### src/verilog/mds_pkg.sv
// ---------------------------------------------------------------------------
// shared constants of the modem dial sequencer
// ---------------------------------------------------------------------------
package mds_pkg;

  // system clock rate
  localparam int unsigned CLK_HZ          = 10_000_000;
  // response window after the default line, in milliseconds
  localparam int unsigned RESP_TIMEOUT_MS = 2000;
  // the same window in clock cycles (longest time, rounds down)
  localparam int unsigned RESP_CYCLES_DEF =
    RESP_TIMEOUT_MS * (CLK_HZ / 1000);

  // character codes used by the sequencer and the matcher
  localparam logic [7:0] CH_CR = 8'h0D;  // carriage return
  localparam logic [7:0] CH_LF = 8'h0A;  // line feed
  localparam logic [7:0] CH_O  = 8'h4F;  // letter O
  localparam logic [7:0] CH_K  = 8'h4B;  // letter K
  localparam logic [7:0] CH_A  = 8'h41;  // letter A

  // fixed text store: default line, attention prefix, dial prefix, return
  localparam int ROM_DEPTH = 16;
  localparam logic [7:0] ROM_TEXT [ROM_DEPTH] = '{
    8'h41, 8'h54, 8'h45, 8'h30, 8'h58, 8'h34, 8'h26, 8'h4B, 8'h30, 8'h0D,
    8'h41, 8'h54,
    8'h41, 8'h54, 8'h44,
    8'h0D
  };
  // index ranges of each fixed piece of text
  localparam logic [3:0] DEF_FIRST  = 4'h0;
  localparam logic [3:0] DEF_LAST   = 4'h9;
  localparam logic [3:0] AT_FIRST   = 4'hA;
  localparam logic [3:0] AT_LAST    = 4'hB;
  localparam logic [3:0] DIAL_FIRST = 4'hC;
  localparam logic [3:0] DIAL_LAST  = 4'hE;
  localparam logic [3:0] CR_IDX     = 4'hF;

  // user text source selection
  localparam logic SEL_INIT  = 1'b0;
  localparam logic SEL_PHONE = 1'b1;

  // sequencer states
  typedef enum logic [2:0] {
    MDS_IDLE, MDS_ROM, MDS_BODY, MDS_WAIT, MDS_READY, MDS_ABSENT
  } mds_state_type;

endpackage

### src/verilog/mds_ok_match.sv
`timescale 1ns/1ps
// ---------------------------------------------------------------------------
// response matcher: finds a line holding exactly the word OK
// ---------------------------------------------------------------------------
module mds_ok_match
  import mds_pkg::*;
(
  // clock and reset
  input  wire logic       clock,
  input  wire logic       arst_n,
  // received characters, same clock domain
  input  wire logic       rx_valid,
  input  wire logic [7:0] rx_data,
  // listen only while high; low clears the line state
  input  wire logic       listen,
  // one-cycle pulse when an OK line ends
  output logic            ok_q
);

  logic [1:0] cnt_q, cnt_d;    // characters seen on this line, saturating
  logic       good_q, good_d;  // line so far still matches the word
  logic       ok_d;
  logic       is_term;         // current character ends a line

  // ---------------------------------------------------------------------------
  // next-state logic
  // ---------------------------------------------------------------------------
  always_comb begin
    is_term = (rx_data == CH_CR) || (rx_data == CH_LF);
    cnt_d   = cnt_q;
    good_d  = good_q;
    ok_d    = 1'b0;
    if (!listen) begin
      // stale text from before the default line must not count
      cnt_d  = 2'd0;
      good_d = 1'b1;
    end else if (rx_valid && is_term) begin
      // empty lines fall through here, so leading terminators are skipped
      ok_d   = good_q && (cnt_q == 2'd2);
      cnt_d  = 2'd0;
      good_d = 1'b1;
    end else if (rx_valid) begin
      // compare by position, anything past two letters spoils the line
      unique case (cnt_q)
        2'd0:    good_d = good_q && (rx_data == CH_O);
        2'd1:    good_d = good_q && (rx_data == CH_K);
        default: good_d = 1'b0;
      endcase
      if (cnt_q != 2'd3) begin
        cnt_d = cnt_q + 2'd1;
      end
    end
  end

  // ---------------------------------------------------------------------------
  // registers
  // ---------------------------------------------------------------------------
  always_ff @(posedge clock or negedge arst_n) begin
    if (!arst_n) begin
      cnt_q  <= 2'd0;
      good_q <= 1'b1;
      ok_q   <= 1'b0;
    end else begin
      cnt_q  <= cnt_d;
      good_q <= good_d;
      ok_q   <= ok_d;
    end
  end
endmodule

### src/verilog/mds_seq.sv
`timescale 1ns/1ps
// Notes on behaviour
// - session starts by sending the fixed default line
// - wait for OK as proof of a modem
// - after OK, send AT, user text, return
// - dial sends ATD, phone number, return
module mds_seq
  import mds_pkg::*;
#(
  parameter int unsigned RESP_CYCLES = RESP_CYCLES_DEF  // OK wait, cycles
)
(
  // clock and reset
  input  wire logic       clock,
  input  wire logic       arst_n,
  // session control from the monitor
  input  wire logic       start,      // pulse: begin a modem session
  input  wire logic       dial_req,   // pulse: dial, taken in ready state
  // user text stream (init text or phone number, picked by usr_sel_q)
  input  wire logic       usr_valid,
  input  wire logic [7:0] usr_data,
  input  wire logic       usr_last,
  output logic            usr_ready_q,
  output logic            usr_sel_q,
  // serial transmitter, same clock
  output logic            tx_valid_q,
  output logic [7:0]      tx_data_q,
  input  wire logic       tx_ready,
  // serial receiver, same clock
  input  wire logic       rx_valid,
  input  wire logic [7:0] rx_data,
  // status
  output logic            busy_q,       // a session step is in progress
  output logic            modem_ok_q,   // OK was received this session
  output logic            modem_absent_q, // no OK came in time
  output logic            ready_q,      // dial may be requested
  output logic            dial_done_q   // pulse: dial line fully sent
);

  // a zero window would leave the wait counter with nothing to count
  if (RESP_CYCLES < 1) begin : g_bad_resp
    $error("RESP_CYCLES must be at least one");
  end

  localparam int CW = $clog2(RESP_CYCLES + 1);

  mds_state_type   st_q, st_d;          // sequencer state
  logic [3:0]      idx_q, idx_d;        // fixed text read pointer
  logic [3:0]      end_q, end_d;        // last index of current piece
  logic [CW-1:0]   tmo_q, tmo_d;        // response wait counter
  logic            sel_d, urdy_d;
  logic            txv_d;
  logic [7:0]      txd_d;
  logic            ok_d, abs_d, done_d;
  logic            ok_pulse;            // OK line seen by the matcher
  logic            tx_free;             // transmit slot free this cycle

  // ---------------------------------------------------------------------------
  // response matcher
  // ---------------------------------------------------------------------------
  mds_ok_match u_match (
    .clock    (clock),
    .arst_n   (arst_n),
    .rx_valid (rx_valid),
    .rx_data  (rx_data),
    .listen   (st_q == MDS_WAIT),
    .ok_q     (ok_pulse)
  );

  // ---------------------------------------------------------------------------
  // sequencer next-state logic
  // ---------------------------------------------------------------------------
  // each character is held until the transmitter takes it; a new one is
  // loaded only on a cycle with no pending character, trading half the
  // throughput (two thirds for user text) for a very simple handshake (the line is far slower anyway)
  always_comb begin
    tx_free = !tx_valid_q;
    st_d    = st_q;
    idx_d   = idx_q;
    end_d   = end_q;
    tmo_d   = tmo_q;
    sel_d   = usr_sel_q;
    urdy_d  = usr_ready_q;
    txv_d   = tx_valid_q && !tx_ready;
    txd_d   = tx_data_q;
    ok_d    = modem_ok_q;
    abs_d   = modem_absent_q;
    done_d  = 1'b0;
    unique case (st_q)
      MDS_IDLE, MDS_READY, MDS_ABSENT: begin
        if (start) begin
          // fresh session always opens with the default line
          st_d  = MDS_ROM;
          idx_d = DEF_FIRST;
          end_d = DEF_LAST;
          ok_d  = 1'b0;
          abs_d = 1'b0;
        end else if (dial_req && st_q == MDS_READY) begin
          st_d  = MDS_ROM;
          idx_d = DIAL_FIRST;
          end_d = DIAL_LAST;
          sel_d = SEL_PHONE;
        end
      end
      MDS_ROM: begin
        if (tx_free) begin
          // load the next fixed character
          txv_d = 1'b1;
          txd_d = ROM_TEXT[idx_q];
        end else if (tx_ready) begin
          // character taken: advance or finish this piece
          idx_d = idx_q + 4'h1;
          if (idx_q == end_q) begin
            unique case (end_q)
              DEF_LAST: begin
                st_d  = MDS_WAIT;
                tmo_d = '0;
              end
              AT_LAST: begin
                st_d  = MDS_BODY;
                sel_d = SEL_INIT;
              end
              DIAL_LAST: begin
                st_d  = MDS_BODY;
                sel_d = SEL_PHONE;
              end
              default: begin
                // closing return of init or dial line
                st_d   = MDS_READY;
                done_d = (usr_sel_q == SEL_PHONE);
              end
            endcase
          end
        end
      end
      MDS_BODY: begin
        if (usr_ready_q && usr_valid) begin
          // pass one user character, return follows the last one
          urdy_d = 1'b0;
          txv_d  = 1'b1;
          txd_d  = usr_data;
          if (usr_last) begin
            st_d  = MDS_ROM;
            // the pending user char takes one slot ahead of the return,
            // so the return is loaded only after that char is taken
            idx_d = CR_IDX - 4'h1;
            end_d = CR_IDX;
          end
        end else if (tx_free && !usr_ready_q) begin
          urdy_d = 1'b1;
        end
      end
      MDS_WAIT: begin
        if (ok_pulse) begin
          // OK proves a working modem; the user line may now go out
          ok_d  = 1'b1;
          st_d  = MDS_ROM;
          idx_d = AT_FIRST;
          end_d = AT_LAST;
        end else if (tmo_q == CW'(RESP_CYCLES - 1)) begin
          // give up; nothing more is sent until a new start
          abs_d = 1'b1;
          st_d  = MDS_ABSENT;
        end else begin
          tmo_d = tmo_q + CW'(1);
        end
      end
      default: st_d = MDS_IDLE;
    endcase
  end

  // ---------------------------------------------------------------------------
  // sequencer registers
  // ---------------------------------------------------------------------------
  always_ff @(posedge clock or negedge arst_n) begin
    if (!arst_n) begin
      st_q           <= MDS_IDLE;
      idx_q          <= 4'h0;
      end_q          <= 4'h0;
      tmo_q          <= '0;
      usr_sel_q      <= SEL_INIT;
      usr_ready_q    <= 1'b0;
      tx_valid_q     <= 1'b0;
      tx_data_q      <= 8'h00;
      modem_ok_q     <= 1'b0;
      modem_absent_q <= 1'b0;
      busy_q         <= 1'b0;
      ready_q        <= 1'b0;
      dial_done_q    <= 1'b0;
    end else begin
      st_q           <= st_d;
      idx_q          <= idx_d;
      end_q          <= end_d;
      tmo_q          <= tmo_d;
      usr_sel_q      <= sel_d;
      usr_ready_q    <= urdy_d;
      tx_valid_q     <= txv_d;
      tx_data_q      <= txd_d;
      modem_ok_q     <= ok_d;
      modem_absent_q <= abs_d;
      busy_q         <= (st_d == MDS_ROM) || (st_d == MDS_BODY) ||
                        (st_d == MDS_WAIT);
      ready_q        <= (st_d == MDS_READY);
      dial_done_q    <= done_d;
    end
  end
endmodule

### config.mk
export PLATFORM = sky130hd
export DESIGN_NAME = mds_seq
export DESIGN_NICKNAME = d
export VERILOG_FILES = /design/src/verilog/mds_pkg.sv /design/src/verilog/mds_ok_match.sv /design/src/verilog/mds_seq.sv
export SDC_FILE = /design/constraint.sdc
export NUM_CORES = 1
export LEC_CHECK = 0
export BUFFER_PORTS_ARGS = -buffer_cell sky130_fd_sc_hd__clkbuf_2
export CORE_AREA = 5 5 87 89
export DETAILED_ROUTE_END_ITERATION = 6
export DIE_AREA = 0 0 92 94
export PLACE_DENSITY = 0.74
export SYNTH_ARGS = -nofsm -noshare
export SYNTH_HDL_FRONTEND = slang
export SYNTH_SLANG_ARGS = --single-unit
### constraint.sdc
create_clock -name clock -period 2.1 [get_ports clock]
set_clock_uncertainty 0.15 [all_clocks]
set_input_delay 0.105 -clock clock [delete_from_list [all_inputs] [get_ports clock]]
set_output_delay 0.105 -clock clock [all_outputs]
set_load 0.03 [all_outputs]
==> results.md, run 1 <==
- Total number of vias: 3323
- Final period util: 1.09
- Main synth FF type: dfrtp_1
- DRT Wirelength: 9200 um
- Inserted Diodes: 0
- Post-route minimum period: 2290 ps
- Die height: 94 um
- Post-DR wirelength/cell: 16.2 um
- Worst EP required: 2130 ps
- Syn nets: 416
- Commonest non-fill, non-tap cell in the layout: buf_4
- Sequential share of power: 0.283
- RSZ-0062 raised after global routing: yes
- CTS sink cnt: 56
- Clock network power share: 0.116
- Unique masters post-synth: 64
- Fmax achieved: 436 MHz
- Largest net degree at the start of global routing: 57
- FFs w/ async S/R, synth: 1.00
- Port bufs: 39
- Initial antenna violation count: 0
- Slew margin rel.: 0.515
- Mapped cell area: 0.00340 mm^2
- Post-synth top area share: 0.405
- Final GP Congestion: 0.831
- Combinational fraction of design power: 0.601
- First-pass GRT wire length: 15400 um
- TritonCTS Buffers: 5
- Net Sw Frac: 0.436
- Ports: 40
- Num rows: 30
- Pre-CTS setup slack: -203 ps
- Fillers: 513
- Top cells by area, synth: dfrtp_1, nand2_1, o21ai_0
- EDFF count, synth: 0
- Startpoint Class: register
- Overflow after GRT: 0
- TritonCTS clock tree: yes
- GRT Overall Usage: 0.219
- Vias in the first global route: 3326
- Htree depth: 2
- Arrival @ worst endpoint: 2330 ps
- Pleak: 2.01 nW
- Core area: 0.00668 mm^2
- DRT Pass-1 Iters: 4
- Clock latency on the worst-skew pair: 310 ps
- DRC: 0
- Final Hold Fails: 0
- Pins over their slew limit: 0
- Syn_area_per_cell: 8.88 um^2
- Kind of critical path: register to register
- Switching power: 2.94 mW
- Clock Path Buffers: 2
- Pwr/cell area: 1470 mW/mm^2
- Post-synthesis sequential area ratio: 0.412
- Die X: 92 um
- Mapped Cells: 383
- Root buffer cell: clkbuf_8
- Total Neg Setup Slack: -4360 ps
- Synth Register Bits: 56
- Final worst setup slack: -194 ps
- Vias/cell: 5.87
- DRT iter0 DRCs: 144
- Commonest cells after routing, fill and taps aside: buf_4, dfrtp_1, nand2_1
- Dominant cell type by area after synthesis: dfrtp_1
- Initial Util: 0.509
- P_int: 3.79 mW
- Hold Crit Class: input pin to register
- Endpoints failing setup: 28
- Clk pin slew, worst setup/hold paths: 100 ps
- Nets@finish: 518
- Actual slew at the worst max-slew pin: 728 ps
- Max cap viols: 0
- Routed Antenna Nets: 0
- CP endpoint kind: register
- Crit path max fanout: 5
- Area Growth Syn to Fin: 34.3%
- Placed wire-length estimate: 6160 um
- Peak supply drop: 0.000603 V
- Fraction of layout cells with a size suffix above 1: 0.319
- DIE AREA: 0.00865 mm^2
- Failing checks: setup timing
- Synth Warn #: 0
- Status: finished, violations left
flip-flops by register name, indices dropped and copies added, names as in the netlist:
register	count
modem_ok_q	1
modem_absent_q	1
tmo_q	25
dial_done_q	1
end_q	4
usr_ready_q	1
idx_q	4
st_q	3
u_match.cnt_q	2
tx_valid_q	1
u_match.good_q	1
busy_q	1
tx_data_q	8
ready_q	1
usr_sel_q	1
u_match.ok_q	1
power by group through the flow:
stage	Combinational, mW	Clock (mW)	Sequential [mW]
CTS	3.70	0.796	1.88
finish	4.04	0.781	1.90
global route	4.42	0.850	1.97
global placement	3.48	0	1.87
detailed placement	3.58	0	1.89
floorplan	2.13	0	2.02
area by class of cell:
type	instances	area, um^2	area share
repair buffers	116	857	0.188
multi-input cells	287	2010	0.439
inverters	19	71.3	0.0156
clock inverters	1	30.0	0.00658
well taps	80	100	0.0219
clock buffers	7	96.3	0.0211
flip-flops and latches	56	1410	0.308
cells in the mapped netlist (3+ instances only):
cell type	count
a31oi_1	20
clkbuf_1	18
a211oi_1	5
ha_1	9
nand3_1	21
nor2b_1	4
o21ai_0	26
nand4_1	6
nand2_1	41
and3_1	8
nand2b_1	5
dfrtp_1	55
a21o_1	4
nor2_1	25
o21a_1	4
a41oi_1	6
nor3_1	9
nor3b_1	4
a21oi_1	20
inv_1	18
o22ai_1	3
a221o_1	5
xnor2_1	4
xor2_1	4
mux2i_1	6
o21ba_2	4
what timing repair did:
action / in CTS / in global routing
setup endpoints to repair: 27 / 31
pin swaps: 6 / 7
buffers inserted: 3 / 3
hold buffers: 12 / 0
gates resized for setup: 9 / 23
endpoints found under the hold margin: 66 / 0
gates cloned: 0 / 1
worst paths after layout:
path,startpoint,endpoint,slack (ps),depth (start not counted)
min in group asynchronous,arst_n,dial_done_q,310,3
max in group asynchronous,arst_n,st_q[0],980,3
setup reg to reg,tmo_q[23],tmo_q[23],-190,6
hold reg to reg,tx_data_q[2],tx_data_q[2],340,1
hold / removal,usr_data[2],tx_data_q[2],50,4
setup / recovery,tmo_q[23],tmo_q[23],-190,6
metal layers:
metal | part of all wire | global-route usage
met5 | 0 | 0
met4 | 0.013 | 0.0705
met3 | 0.043 | 0.0321
met2 | 0.52 | 0.385
met1 | 0.42 | 0.277
worst max-delay path, stage by stage (launching register included):
cell     delay [ps]
dfrtp_1         400
or4b_4          550
nor4_4          340
a31oi_4         200
nor2_4          160
inv_2            60
a221o_1         330
per-stage QoR:
stage	hold slack (ps)	area (um^2)	instances	util	power, mW
after floorplan	-341	3410	383	-	4.15
after global placement	134	4070	539	0.609	5.35
after detailed placement	141	4070	539	0.609	5.47
after CTS	38.6	4390	562	0.658	6.38
after global routing	71.2	4570	566	0.683	7.23
final	53.3	4570	566	0.683	6.73
cells by family (layout without fill, tap and decap cells):
family	after synthesis	count (layout)	share of synthesized area
AO/OA/AOI/OAI	119	119	0.240
XOR/XNOR	8	8	0.0206
adder cells (fa/ha/maj)	9	9	0.0331
buffers and inverters	40	143	0.0489
flip-flops	56	56	0.412
multiplexers	8	8	0.0243
AND/OR/NAND/NOR	143	143	0.221
Note: power is estimated with default switching activity, not from simulation.
==> inputs of run 2 (changes only) <==
--- a/config.mk
+++ b/config.mk
@@ -5,11 +5,12 @@
 export SDC_FILE = /design/constraint.sdc
 export NUM_CORES = 1
 export LEC_CHECK = 0
+export ABC_AREA = 1
 export BUFFER_PORTS_ARGS = -buffer_cell sky130_fd_sc_hd__clkbuf_2
-export CORE_AREA = 5 5 87 89
+export CORE_AREA = 5 5 91 93
 export DETAILED_ROUTE_END_ITERATION = 6
-export DIE_AREA = 0 0 92 94
-export PLACE_DENSITY = 0.74
+export DIE_AREA = 0 0 96 98
+export PLACE_DENSITY = 0.76
 export SYNTH_ARGS = -nofsm -noshare
 export SYNTH_HDL_FRONTEND = slang
 export SYNTH_SLANG_ARGS = --single-unit
==> run 2 against run 1 <==
  * The flow now finishes without violations
  * Final area shrank 3.0%
  * Flip-flop and latch count is the same
  * Synthesized cell count grew 48%
  * Largest cell class unchanged
  * Routed wire length shrank 1.3%
  * Power shrank 31%
==> results.md, run 2 <==
- Placed cell area: 0.00415 mm^2
- Crit-path leading delay family: simple AND/OR/NAND/NOR gates
- Pwr/cell area: 1050 mW/mm^2
- Total number of vias: 3654
- Post-synth top area share: 0.357
- Metal-1 WL: 4120 um
- Max cap viols: 0
- Actual slew at the worst max-slew pin: 388 ps
- Kind of critical path: register to register
- EDFF count, synth: 0
- DRC: 0
- DRT Wirelength: 9070 um
- Reg2Reg Launch Point: tmo_q[1]
- Top Metal Used: met4
- Top cells by area, synth: dfrtp_1, nand2_1, nor2_1
- DRT iter0 DRCs: 153
- Fin util: 0.595
- Cells on worst reg2reg path: 11
- Hold path start: rx_data[6]
- Most common cell in the netlist: nand2_1
- Arrival @ worst endpoint: 2060 ps
- Mapped cell area: 0.00386 mm^2
- WP buf/inv: 0
- Biggest regs: tmo_q (25), tx_data_q (8)
- Dominant cell type by area after synthesis: dfrtp_1
- Synth Area in XOR/XNOR: 0.0341
- TritonCTS Buffers: 5
- Hold worst-path end: u_match.good_q
- Top reg by flops: tmo_q
- Final GP Congestion: 0.970
- Commonest non-fill, non-tap cell in the layout: nand2_1
- Finished Cell Area: 0.00443 mm^2
- Post-route minimum period: 1950 ps
- CP Cell Sequence: ha_1, nand2_2, nor2_4, nand2_4, nor2_4, nand2_2, nand2_4, nand2_4, nand2_8, nor2_1, nor2_1
- Total power draw: 4.66 mW
- Initial Util: 0.518
- DIE AREA: 0.00941 mm^2
- Num rows: 32
- Number of flip-flops under the largest register name: 25
- Largest family of logic cells by synthesized area: simple AND/OR/NAND/NOR gates
- Die X: 96 um
- Post-DR wirelength/cell: 12.5 um
- Final Hold Fails: 0
- Worst EP required: 2210 ps
- Clock Path Buffers: 2
- Mapped Cells: 565
- Syn_area_per_cell: 6.83 um^2
- Unique masters post-synth: 37
- Clk pin slew, worst setup/hold paths: 110 ps
- Core area: 0.00745 mm^2
- Die height: 98 um
- Synth Area in Compound Gates: 0.0675
- R2r setup slk: 150 ps
- CP max stage delay: 380 ps
- Fmax achieved: 513 MHz
- Final period util: 0.928
- Clock latency on the worst-skew pair: 320 ps
- CTS sink cnt: 56
- Hold Crit Class: input pin to register
- Most used cell, CP: nand2_4
- Fin Hold WS: 19.8 ps
- Synth Warn #: 0
- Port bufs: 39
- Htree depth: 2
- Pleak: 2.19 nW
- Metal3 WL: 413 um
- Area Growth Syn to Fin: 14.8%
- Post-synthesis sequential area ratio: 0.364
- Pins over their slew limit: 0
- Slew margin rel.: 0.741
- Vias in the first global route: 3446
- Crit path max fanout: 25
- Inserted Diodes: 0
- Largest net degree at the start of global routing: 31
- Commonest cells after routing, fill and taps aside: nand2_1, nor2_1, dfrtp_1
- Startpoint Class: register
- Length of routed met2 wiring: 4400 um
- DRT Pass-1 Iters: 5
- Ports: 40
- FF-to-FF End: tmo_q[0]
- Vias/cell: 5.03
- Peak supply drop: 0.000431 V
- Routed Antenna Nets: 0
- RSZ-0062 raised after global routing: no
- WHS Path Cells: 5
- Main synth FF type: dfrtp_1
- GRT Overall Usage: 0.200
- Root buffer cell: clkbuf_8
- Multiplexer area fraction after synthesis: 0
- Simple-gate share of the synthesized area: 0.425
- Placed wire-length estimate: 6770 um
- Nets@finish: 657
- TritonCTS clock tree: yes
- Syn nets: 598
- Total Neg Setup Slack: 0 ps
- Fraction of layout cells with a size suffix above 1: 0.146
- Endpoints failing setup: 0
- Adder-cell share of the synthesized area: 0.0292
- Status: complete, no violations
- CP endpoint kind: register
- Synth Register Bits: 56
- Slowest CP cell: dfrtp_1
- Initial antenna violation count: 0
- List of most frequent post-synthesis cells: nand2_1, nor2_1, dfrtp_1, inv_1, nand3_1
- FFs w/ async S/R, synth: 1.00
- First-pass GRT wire length: 15400 um
- Overflow after GRT: 0
-- run 2: cell type report --
cell class	instances	area, um^2
well taps	102	128
flip-flops and latches	56	1400
repair buffers	61	408
clock buffers	5	68.8
fillers	696	3020
multi-input cells	441	2170
inverters	59	225
clock inverters	3	27.5
-- run 2: tightest hold or removal path, delay by kind of cell --
kind                   cells  cell delay [ps]
AO/OA/AOI/OAI              1              130
AND/OR/NAND/NOR            3              180
buffers and inverters      1               90
-- run 2: worst max path at each step --
stage          startpoint        end  slack [ps]  cells after the start
3_3_place_gp     tmo_q[0]   tmo_q[2]         130                     10
4_1_cts          tmo_q[0]  tmo_q[23]          20                     10
2_1_floorplan    tmo_q[0]  tmo_q[22]         320                     12
5_1_grt          tmo_q[1]  tmo_q[21]         0.8                     11
6_report         tmo_q[1]   tmo_q[0]         150                     11
3_5_place_dp     tmo_q[0]  tmo_q[23]          40                     10
-- run 2: layer usage --
metal	up-vias	global-route usage
li1	1878	-
met1	1683	0.263
met2	82	0.344
met3	11	0.0324
met4	0	0.0416
met5	-	0
-- run 2: kinds of logic (layout without fill, tap and decap cells) --
kind of cell	count (synthesis)	in the layout
AND/OR/NAND/NOR	376	376
buffers and inverters	69	128
flip-flops	56	56
AO/OA/AOI/OAI	40	41
XOR/XNOR	15	15
adder cells (fa/ha/maj)	9	9
-- run 2: per-stage QoR --
stage                     std cells  setup slack, ps
final                           727              151
after global placement          703              134
after floorplan                 565              318
after CTS                       725             17.2
after detailed placement        703             42.5
after global routing            727            0.841
-- run 2: where the power goes --
| part | internal (mW) | leakage [nW] | total (mW) | switching, mW |
|---|---|---|---|---|
| sequential | 1.32 | 0.722 | 1.52 | 0.203 |
| clock | 0.246 | 0.0463 | 0.643 | 0.397 |
| combinational | 0.798 | 1.42 | 2.49 | 1.69 |
| total | 2.37 | 2.19 | 4.66 | 2.29 |
-- run 2: repair_timing --
action / CTS / global route
setup endpoints to repair: 0 / 23
setup buffers: 0 / 1
hold buffers: 14 / 0
hold endpoints to repair: 68 / 0
resized for setup: 0 / 2
==> inputs of run 3 (changes only) <==
--- a/config.mk
+++ b/config.mk
@@ -7,10 +7,11 @@
 export LEC_CHECK = 0
 export ABC_AREA = 1
 export BUFFER_PORTS_ARGS = -buffer_cell sky130_fd_sc_hd__clkbuf_2
-export CORE_AREA = 5 5 91 93
+export CORE_AREA = 4 4 89 91
+export CTS_BUF_LIST = sky130_fd_sc_hd__clkbuf_8
 export DETAILED_ROUTE_END_ITERATION = 6
-export DIE_AREA = 0 0 96 98
-export PLACE_DENSITY = 0.76
+export DIE_AREA = 0 0 93 95
+export PLACE_DENSITY = 0.77
 export SYNTH_ARGS = -nofsm -noshare
 export SYNTH_HDL_FRONTEND = slang
 export SYNTH_SLANG_ARGS = --single-unit
==> run 3 against run 2 <==
  * Via count up 0.93%
  * Critical endpoint is now end_q[0]
  * Sequential share of layout area about the same
  * Routed wire length fell by 0.88%
==> results.md, run 3 (same netlist as run 2, synthesis figures left out) <==
- Status: complete, no violations
- Pins over their slew limit: 0
- Slew margin rel.: 0.786
- Num rows: 31
- WHS Path Cells: 5
- Top reg by flops: tmo_q
- Vias/cell: 5.10
- First-pass GRT wire length: 15300 um
- Clock Path Buffers: 2
- Die height: 95 um
- Endpoints failing setup: 0
- Most used cell, CP: nand2_1
- RSZ-0062 raised after global routing: no
- Kind of critical path: register to register
- Port bufs: 39
- Post-Layout Cell Count: 723
- Htree depth: 2
- Core area: 0.00714 mm^2
- TritonCTS Buffers: 5
- R2r setup slk: 180 ps
- Slowest CP cell: dfrtp_1
- Worst EP required: 2160 ps
- Commonest non-fill, non-tap cell in the layout: nand2_1
- Final worst setup slack: 176 ps
- CP endpoint kind: register
- Final GP Congestion: 0.914
- Pleak: 2.21 nW
- Ports: 40
- Root buffer cell: clkbuf_8
- Nets@finish: 656
- Placed wire-length estimate: 6710 um
- Overflow after GRT: 0
- Routed Antenna Nets: 0
- DRT iter0 DRCs: 176
- CP max stage delay: 440 ps
- Final Hold Fails: 0
- Hold path start: rx_data[6]
- Commonest cells after routing, fill and taps aside: nand2_1, nor2_1, dfrtp_1
- Die X: 93 um
- Startpoint Class: register
- Reg2Reg Launch Point: st_q[1]
- Post-DR wirelength/cell: 12.4 um
- Cells on worst reg2reg path: 10
- Pwr/cell area: 1060 mW/mm^2
- Peak supply drop: 0.000527 V
- Number of flip-flops under the largest register name: 25
- Fraction of layout cells with a size suffix above 1: 0.146
- Clock latency on the worst-skew pair: 320 ps
- Post-route minimum period: 1920 ps
- Vias in the first global route: 3485
- Total number of vias: 3688
- DIE AREA: 0.00884 mm^2
- Initial Util: 0.540
- Clk pin slew, worst setup/hold paths: 100 ps
- FF-to-FF End: end_q[0]
- CP Cell Sequence: inv_2, nor2_4, nand2_4, inv_2, o21ai_2, nand2_1, a21oi_4, nand2_1, nand2_1, nand2_1
- Placed cell area: 0.00418 mm^2
- Initial antenna violation count: 0
- Inserted Diodes: 0
- Area Growth Syn to Fin: 14.8%
- Fmax achieved: 520 MHz
- Fillers: 680
- Biggest regs: tmo_q (25), tx_data_q (8)
- CTS sink cnt: 56
- Hold Crit Class: input pin to register
- Finished Cell Area: 0.00443 mm^2
- Max cap viols: 0
- Largest net degree at the start of global routing: 57
- DRT Wirelength: 8990 um
- Arrival @ worst endpoint: 1980 ps
- Pre-CTS setup slack: 173 ps
- Hold worst-path end: u_match.good_q
- Actual slew at the worst max-slew pin: 321 ps
- DRT Pass-1 Iters: 5
- Total Neg Setup Slack: 0 ps
- DRC: 0
- Final period util: 0.916
- Total power draw: 4.71 mW
- TritonCTS clock tree: yes
- Placed Instances: 701
- GRT Overall Usage: 0.213
- Crit path max fanout: 11
-- run 3: worst max-delay path by stage --
stage	from	end	slack [ps]	depth (start not counted)
after global placement	tmo_q[1]	tmo_q[0]	240	11
after detailed placement	tmo_q[1]	tmo_q[7]	170	11
after floorplan	tmo_q[0]	tmo_q[22]	320	12
after CTS	tmo_q[1]	tmo_q[19]	150	11
after global routing	st_q[1]	idx_q[0]	40	9
final	st_q[1]	end_q[0]	180	10
-- run 3: area by class of cell --
class                   count  area, um^2  area share
repair buffers             61         420      0.0949
clock buffers               5        68.8      0.0155
multi-input cells         440        2150       0.484
clock inverters             3        42.5     0.00960
flip-flops and latches     56        1400       0.317
well taps                  99         124      0.0280
inverters                  59         225      0.0508
-- run 3: worst max-delay path: cells and delay by family, from the launching register on --
family | cells | cell delay (ps)
AND/OR/NAND/NOR | 6 | 630
AO/OA/AOI/OAI | 2 | 330
flip-flops | 1 | 440
buffers and inverters | 2 | 250
-- run 3: stage by stage --
step,hold slack [ps],utilization
floorplan,-341,-
global placement,-21.1,0.585
detailed placement,-18.1,0.585
CTS,20.5,0.620
global route,64.7,0.621
finish,33.9,0.621
-- run 3: per-layer routing --
layer | global-route usage | share of wire
met1 | 0.276 | 0.47
met2 | 0.365 | 0.46
met3 | 0.0335 | 0.052
met4 | 0.0696 | 0.019
met5 | 0 | 0
-- run 3: what timing repair did --
item	in CTS	in global routing
endpoints found under the setup margin	0	12
resized for setup	0	1
hold endpoints to repair	68	0
setup buffers	0	0
hold buffers	14	0
-- run 3: report_power, final --
group	internal [mW]	switching, mW	total [mW]
clock	0.354	0.361	0.714
combinational	0.805	1.66	2.47
sequential	1.32	0.205	1.53
